**config.mk**
```make
export PLATFORM = sky130hd
export DESIGN_NAME = swl_host_flat
export DESIGN_NICKNAME = d
export VERILOG_FILES = /design/src/verilog/swl_pkg.sv /design/src/verilog/swl_link_if.sv /design/src/verilog/swl_host.sv /design/src/flat_wrapper.sv
export VERILOG_INCLUDE_DIRS = /design/src /design/src/verilog
export SDC_FILE = /design/constraint.sdc
export NUM_CORES = 1
export LEC_CHECK = 0
export BUFFER_PORTS_ARGS = -buffer_cell sky130_fd_sc_hd__buf_2
export CELL_PAD_IN_SITES_DETAIL_PLACEMENT = 0
export CELL_PAD_IN_SITES_GLOBAL_PLACEMENT = 1
export CORE_UTILIZATION = 38
export CTS_BUF_LIST = sky130_fd_sc_hd__clkbuf_8 sky130_fd_sc_hd__clkbuf_16
export DETAILED_ROUTE_END_ITERATION = 12
export HOLD_SLACK_MARGIN = 0.03
export MAX_ROUTING_LAYER = met4
export PLACE_DENSITY_LB_ADDON = 0.1
export SLEW_MARGIN = 20
export SYNTH_ARGS = -nofsm -noshare
export SYNTH_HDL_FRONTEND = slang
export SYNTH_SLANG_ARGS = --single-unit
```
**constraint.sdc**
```tcl
create_clock -name clk -period 1.6 [get_ports clk]
set_input_delay 0 -clock clk [delete_from_list [all_inputs] [get_ports clk]]
set_output_delay 0 -clock clk [all_outputs]
set_load 0.03 [all_outputs]
```
**src/verilog/swl_consts.svh**
```systemverilog
/*
 constants for the serial word load port: word layout and host timing.
 assumes the 25 MHz system clock of both ends.
*/
`ifndef SWL_CONSTS_SVH
`define SWL_CONSTS_SVH

// ----------------------------------------
// word layout
// ----------------------------------------
`define SWL_WORD_BITS 16
`define SWL_CNT_BITS 5
`define SWL_CTRL_MSB 15
`define SWL_CTRL_LSB 12
`define SWL_ADDR_MSB 11
`define SWL_ADDR_LSB 8
`define SWL_DATA_MSB 7
`define SWL_DATA_LSB 0

// ----------------------------------------
// timing
// ----------------------------------------
`define SWL_CLK_MHZ 25
`define SWL_LINK_MAX_MHZ 40
// host shift clock half period in system cycles
`define SWL_HALF_CYCLES 4
`define SWL_GAP_CYCLES 4

`endif

```
**src/verilog/swl_pkg.sv**
```systemverilog
/*
 types shared by both ends of the serial word load port.
 assumes swl_consts.svh is included before use.
*/
`include "swl_consts.svh"

package swl_pkg;

	typedef enum logic [2:0] {
		SWL_IDLE = 3'b000,
		SWL_LEAD = 3'b001,
		SWL_LOW = 3'b010,
		SWL_HIGH = 3'b011,
		SWL_GAP = 3'b100,
		SWL_TAIL = 3'b101
	} swl_host_state_t;

	typedef struct packed {
		logic [1:0] sck_sync;
		logic [1:0] fs_sync;
		logic [1:0] sd_sync;
		logic sck_prev;
		logic [`SWL_CNT_BITS-1:0] count;
		logic [`SWL_WORD_BITS-1:0] shift;
		logic word_valid;
		logic [3:0] word_ctrl;
		logic [3:0] word_addr;
		logic [7:0] word_data;
	} swl_dev_t;

	typedef struct packed {
		swl_host_state_t state;
		logic [3:0] timer;
		logic [`SWL_CNT_BITS-1:0] bit_idx;
		logic [`SWL_WORD_BITS-1:0] word;
		logic byte_mode;
		logic sck;
		logic fs_n;
		logic sd;
		logic busy;
		logic done;
	} swl_host_t;

endpackage

```
**src/verilog/swl_link_if.sv**
```systemverilog
/*
 three wire write-only link between host and device.
 assumes both ends sit on the same bench; wires are plain one way.
*/
`timescale 1ns/1ps

interface swl_link_if;
	logic shift_clk;
	logic frame_sync_n;
	logic serial_data_in;

	modport host (
		output shift_clk,
		output frame_sync_n,
		output serial_data_in
	);

	modport device (
		input shift_clk,
		input frame_sync_n,
		input serial_data_in
	);
endinterface

```
**src/verilog/swl_host.sv**
```systemverilog
/*
 host end: sends one 16-bit word per request over the three wire link.
 assumes the device samples on falling shift clock edges.
*/
`timescale 1ns/1ps
`include "swl_consts.svh"

module swl_host (
	// system
	input wire logic clk,
	input wire logic rst,
	// request
	input wire logic send,
	input wire logic [15:0] send_word,
	input wire logic send_bytes,
	output logic busy,
	output logic done,
	// link
	swl_link_if.host link
);

	swl_pkg::swl_host_t r;
	swl_pkg::swl_host_t next_r;

	// ----------------------------------------
	// sequencer
	// ----------------------------------------
	always_comb begin
		next_r = r;
		next_r.done = 1'b0;
		unique case (r.state)
			swl_pkg::SWL_IDLE: begin
				next_r.sck = 1'b1; // RULE10
				next_r.fs_n = 1'b1;
				if (send) begin
					next_r.word = send_word;
					next_r.byte_mode = send_bytes;
					next_r.bit_idx = '0;
					next_r.fs_n = 1'b0; // RULE1 RULE9 RULE11
					next_r.busy = 1'b1;
					next_r.timer = 4'(`SWL_HALF_CYCLES - 1);
					next_r.state = swl_pkg::SWL_LEAD;
				end
			end
			swl_pkg::SWL_LEAD: begin
				if (r.timer == 4'h0) begin
					next_r.sd = r.word[`SWL_WORD_BITS-1]; // RULE6
					next_r.timer = 4'(`SWL_HALF_CYCLES - 1);
					next_r.state = swl_pkg::SWL_HIGH;
				end else begin
					next_r.timer = r.timer - 4'h1;
				end
			end
			swl_pkg::SWL_HIGH: begin
				if (r.timer == 4'h0) begin
					next_r.sck = 1'b0; // RULE4
					next_r.timer = 4'(`SWL_HALF_CYCLES - 1);
					next_r.state = swl_pkg::SWL_LOW;
				end else begin
					next_r.timer = r.timer - 4'h1;
				end
			end
			swl_pkg::SWL_LOW: begin
				if (r.timer == 4'h0) begin
					next_r.sck = 1'b1;
					next_r.bit_idx = r.bit_idx + 5'h01;
					next_r.word = {r.word[`SWL_WORD_BITS-2:0], 1'b0};
					// data changes with the rising edge
					next_r.sd = r.word[`SWL_WORD_BITS-2]; // RULE3
					next_r.timer = 4'(`SWL_HALF_CYCLES - 1);
					if (r.bit_idx == 5'(`SWL_WORD_BITS - 1)) begin
						next_r.state = swl_pkg::SWL_TAIL; // RULE8
					end else if (r.byte_mode && r.bit_idx == 5'h07) begin
						// frame held low, clock resting high
						next_r.timer = 4'(`SWL_GAP_CYCLES - 1);
						next_r.state = swl_pkg::SWL_GAP; // RULE8 RULE10
					end else begin
						next_r.state = swl_pkg::SWL_HIGH;
					end
				end else begin
					next_r.timer = r.timer - 4'h1;
				end
			end
			swl_pkg::SWL_GAP: begin
				if (r.timer == 4'h0) begin
					next_r.timer = 4'(`SWL_HALF_CYCLES - 1);
					next_r.state = swl_pkg::SWL_HIGH;
				end else begin
					next_r.timer = r.timer - 4'h1;
				end
			end
			swl_pkg::SWL_TAIL: begin
				if (r.timer == 4'h0) begin
					next_r.fs_n = 1'b1; // RULE8
					next_r.busy = 1'b0;
					next_r.done = 1'b1;
					next_r.state = swl_pkg::SWL_IDLE;
				end else begin
					next_r.timer = r.timer - 4'h1;
				end
			end
			default: begin
				next_r.state = swl_pkg::SWL_IDLE;
			end
		endcase
	end

	always_ff @(posedge clk) begin
		if (rst) begin
			r <= '0;
			r.state <= swl_pkg::SWL_IDLE;
			r.sck <= 1'b1;
			r.fs_n <= 1'b1;
		end else begin
			r <= next_r;
		end
	end

	// ----------------------------------------
	// outputs
	// ----------------------------------------
	assign link.shift_clk = r.sck;
	assign link.frame_sync_n = r.fs_n;
	assign link.serial_data_in = r.sd;
	assign busy = r.busy;
	assign done = r.done;

endmodule

```
**src/flat_wrapper.sv**
```systemverilog
// flat-port wrapper written by rule: the top's interface ports become plain ports
module swl_host_flat 
  (clk, rst, send, send_word, send_bytes, busy, done, link_shift_clk, link_frame_sync_n, link_serial_data_in);
  swl_link_if link_i ();
  input wire logic clk;
  input wire logic rst;
  input wire logic send;
  input wire logic [15:0] send_word;
  input wire logic send_bytes;
  output logic busy;
  output logic done;
  output wire logic [$bits(link_i.shift_clk)-1:0] link_shift_clk;
  output wire logic [$bits(link_i.frame_sync_n)-1:0] link_frame_sync_n;
  output wire logic [$bits(link_i.serial_data_in)-1:0] link_serial_data_in;
  assign link_shift_clk = link_i.shift_clk;
  assign link_frame_sync_n = link_i.frame_sync_n;
  assign link_serial_data_in = link_i.serial_data_in;
  swl_host u_core (.clk(clk), .rst(rst), .send(send), .send_word(send_word), .send_bytes(send_bytes), .busy(busy), .done(done), .link(link_i));
endmodule
```
==> run metrics <==
status=complete, but fails checks; failing checks=negative setup slack; fin crit share=1.012; Peak Freq=0.6178 GHz; crit path from=u_core.r[28]; delay-heaviest family, CP=simple AND/OR/NAND/NOR gates; root buf cell=clkbuf_8; reg2reg start=u_core.r[28]; CTS clk-pin slew, worst paths=roughly 0.07 ns; vias per cell=roughly 5.5; critical path capture point type=flop; worst reg2reg setup slack=-0.02 ns; IR drop worst, VDD=~530 µV; multi-input combinational cell area=~1100 µm²; Yosys reg bits=34; crit path to=u_core.r[30]; Synth-to-Final Area Change=36.71%; detailed placement HPWL=between 3 and 4 mm; reg2reg path depth=6; met3 usage=0.05233; die height=roughly 70 µm; Fin. Hold Viols=0; RSZ-0062 raised after global routing=true; Initial Util=0.3973; CTS tree=yes; crit-path max FO=4; grt ovf=0; Avg Cell Area, Syn=roughly 8.3 µm²; number of routed nets with antenna violations=0; Startpoint Class=flop; Netlist cell types=47; max incr delay on CP=roughly 0.38 ns; total number of vias=1743; vias in the first global route=1647; clock period minus worst slack=around 1.6 ns; Fillers=between 400 and 500; GR Util met1=0.2632; Worst R2R End=u_core.r[30]; CP arrival=1.84 ns; Setup Viol. Count Final=2; Global Route Usage Sum=0.2021; CP bufs+invs=1; Worst Path Required=approximately 1.8 ns; Slew Viols, Final=0; initial antenna violation count=0; worst-case clock buffer depth=2; PD cells=around 1400 nW/µm²; ratio of cells with drive above 1 in the final layout=0.3596; cells after synthesis=211; CP Depth=6; Final Instance Count excl. Fillers=between 300 and 400; crit-path cells=inv_2 -> ha_4 -> nor3b_4 -> a311o_1 -> or3_1 -> a21oi_1; worst hold path type=in2reg; core area=roughly 4400 µm²; Slew @ Worst Pin=0.5399 ns; maxcap violations=0; CP Class=reg2reg; Top FF cell, synth=dfxtp_1; ys async rst share=0; Worst-Skew Late Latency=0.29 ns; WHS=0.1830 ns; crit path max-delay cell type=or3_1; DR iter-0 viols=80; EDFF count, synth=0; Worst slew margin=0.6401; GPL Wtd Cong=0.8447; final worst-path setup slack=-0.01862 ns; Netlist Area Pre-Place=1742 µm²; Top Usage Layer GRT=met2; H-tree levels=2; clock skew=roughly 0.0098 ns; Die Wd=approximately 70 µm; pin count of the biggest net entering global routing=31; Diodes inserted=0; nets@finish=between 200 and 300; Port Buffer Count=24; reported leakage power=about 0.0010 µW; drt first pass iters=4; register area share after synthesis=0.3908; Storage cell area=slightly below 700 µm²; CTS Sinks=34; total number of yosys warnings=0; full die area=4858 µm²; met2 Track Usage GR=0.3096; Cell Rows=24; num ports=25; post-synthesis net count=235; Routed WL per cell=between 10 and 15 µm; placed cells=300; total CTS buffers=5; Residual DRC=0; Routed WL=around 4.6 mm; first-pass GRT wire length=approximately 7.6 mm
-- how the worst min path moves through the flow --
stage | from | slack [ns] | cells past startpoint | end
after global routing | send_word[14] | 0.19 | 4 | u_core.r[20]
after floorplan | send_bytes | 0.14 | 2 | u_core.r[5]
after detailed placement | send_bytes | 0.25 | 3 | u_core.r[5]
after global placement | send_word[0] | 0.24 | 3 | u_core.r[6]
after CTS | send_word[7] | 0.18 | 4 | u_core.r[13]
final | rst | 0.18 | 2 | u_core.r[22]
-- final cells by class --
cell class	instances	area share
multi-input cells	153	0.4425
flip-flops and latches	34	0.2901
repair buffers	65	0.1908
clock buffers	6	0.03468
well taps	52	0.02733
inverters	7	0.01104
clock inverters	2	0.003678
-- per-stage QoR --
stage	area, µm²	TNS [ns]	utilization	power, µW	setup slack (ns)
floorplan	1754	-0.01359	-	2008	-0.01359
global placement	2074	-0.1411	0.4732	2433	-0.03737
detailed placement	2074	-0.9387	0.4732	2478	-0.1011
CTS	2276	-0.05206	0.5191	3284	-0.03203
global route	2381	-0.4360	0.5431	3692	-0.08056
finish	2381	-0.02030	0.5431	3441	-0.01862
-- timing repair --
| item | in CTS | in global routing |
|---|---|---|
| setup endpoints to repair | 25 | 27 |
| pin swaps | 5 | 12 |
| hold buffers | 3 | 0 |
| hold endpoints to repair | 3 | 0 |
| gates resized for setup | 13 | 16 |
| gates cloned | 0 | 0 |
| buffers inserted | 3 | 5 |
-- layout by cell type, fill, tap and decap left out, types with 2 or more instances in the layout --
cell type,instances
or3_1,5
a21oi_1,20
buf_8,2
nand2_1,7
o21ai_0,4
dfxtp_2,5
nand3_1,3
clkbuf_8,6
or3b_4,2
a211oi_1,14
buf_2,24
dlygate4sd3_1,3
a311oi_1,3
inv_1,6
nor3_1,8
buf_4,35
ha_1,2
inv_2,2
and3_1,15
and2_1,2
nor2_1,28
dfxtp_1,28
nand2b_1,3
a21oi_2,2
-- report_power, final --
group,internal [µW],switching (µW),leakage [µW]
Sequential,1040,123,0.000282
Clock,341,310,0.0000524
Combinational,811,819,0.000683
-- state kept, by name, indices dropped and copies added, names as in the netlist --
register,count
u_core.link.serial_data_in,1
u_core.link.frame_sync_n,1
u_core.r,29
u_core.done,1
u_core.link.shift_clk,1
u_core.busy,1
-- cell usage after synthesis, drive strengths merged (2+ instances only) --
cell	n	area, µm²
nand2b	3	18.77
nor3	9	45.04
o22ai	2	12.51
or3	6	37.54
dfxtp	34	680.7
and3	15	93.84
buf	11	67.56
a21oi	22	110.1
a31oi	2	12.51
nand3	3	15.01
nand2	8	30.03
o21ai	4	20.02
a211oi	15	112.6
or3b	2	17.52
clkbuf	6	22.52
a311oi	3	26.28
ha	4	50.05
nor2	28	105.1
inv	7	26.28
nor3b	2	20.02
and2	2	12.51
-- routing by layer --
metal,vias up,share of wire
met1,810,0.48
met3,9,0.037
met4,0,0.016
met5,-,0
met2,38,0.46
li1,886,-
-- kinds of logic (layout without fill, tap and decap cells) --
family                   after synthesis  after routing  synth area share
AND/OR/NAND/NOR                       85             85            0.2608
AO/OA/AOI/OAI                         61             61            0.2356
flip-flops                            34             34            0.3908
buffers and inverters                 24             80           0.06681
adder cells (fa/ha/maj)                4              4           0.02874
multiplexers                           2              2           0.01221
XOR/XNOR                               1              1          0.005030
Note: power is estimated with default switching activity, not from simulation.
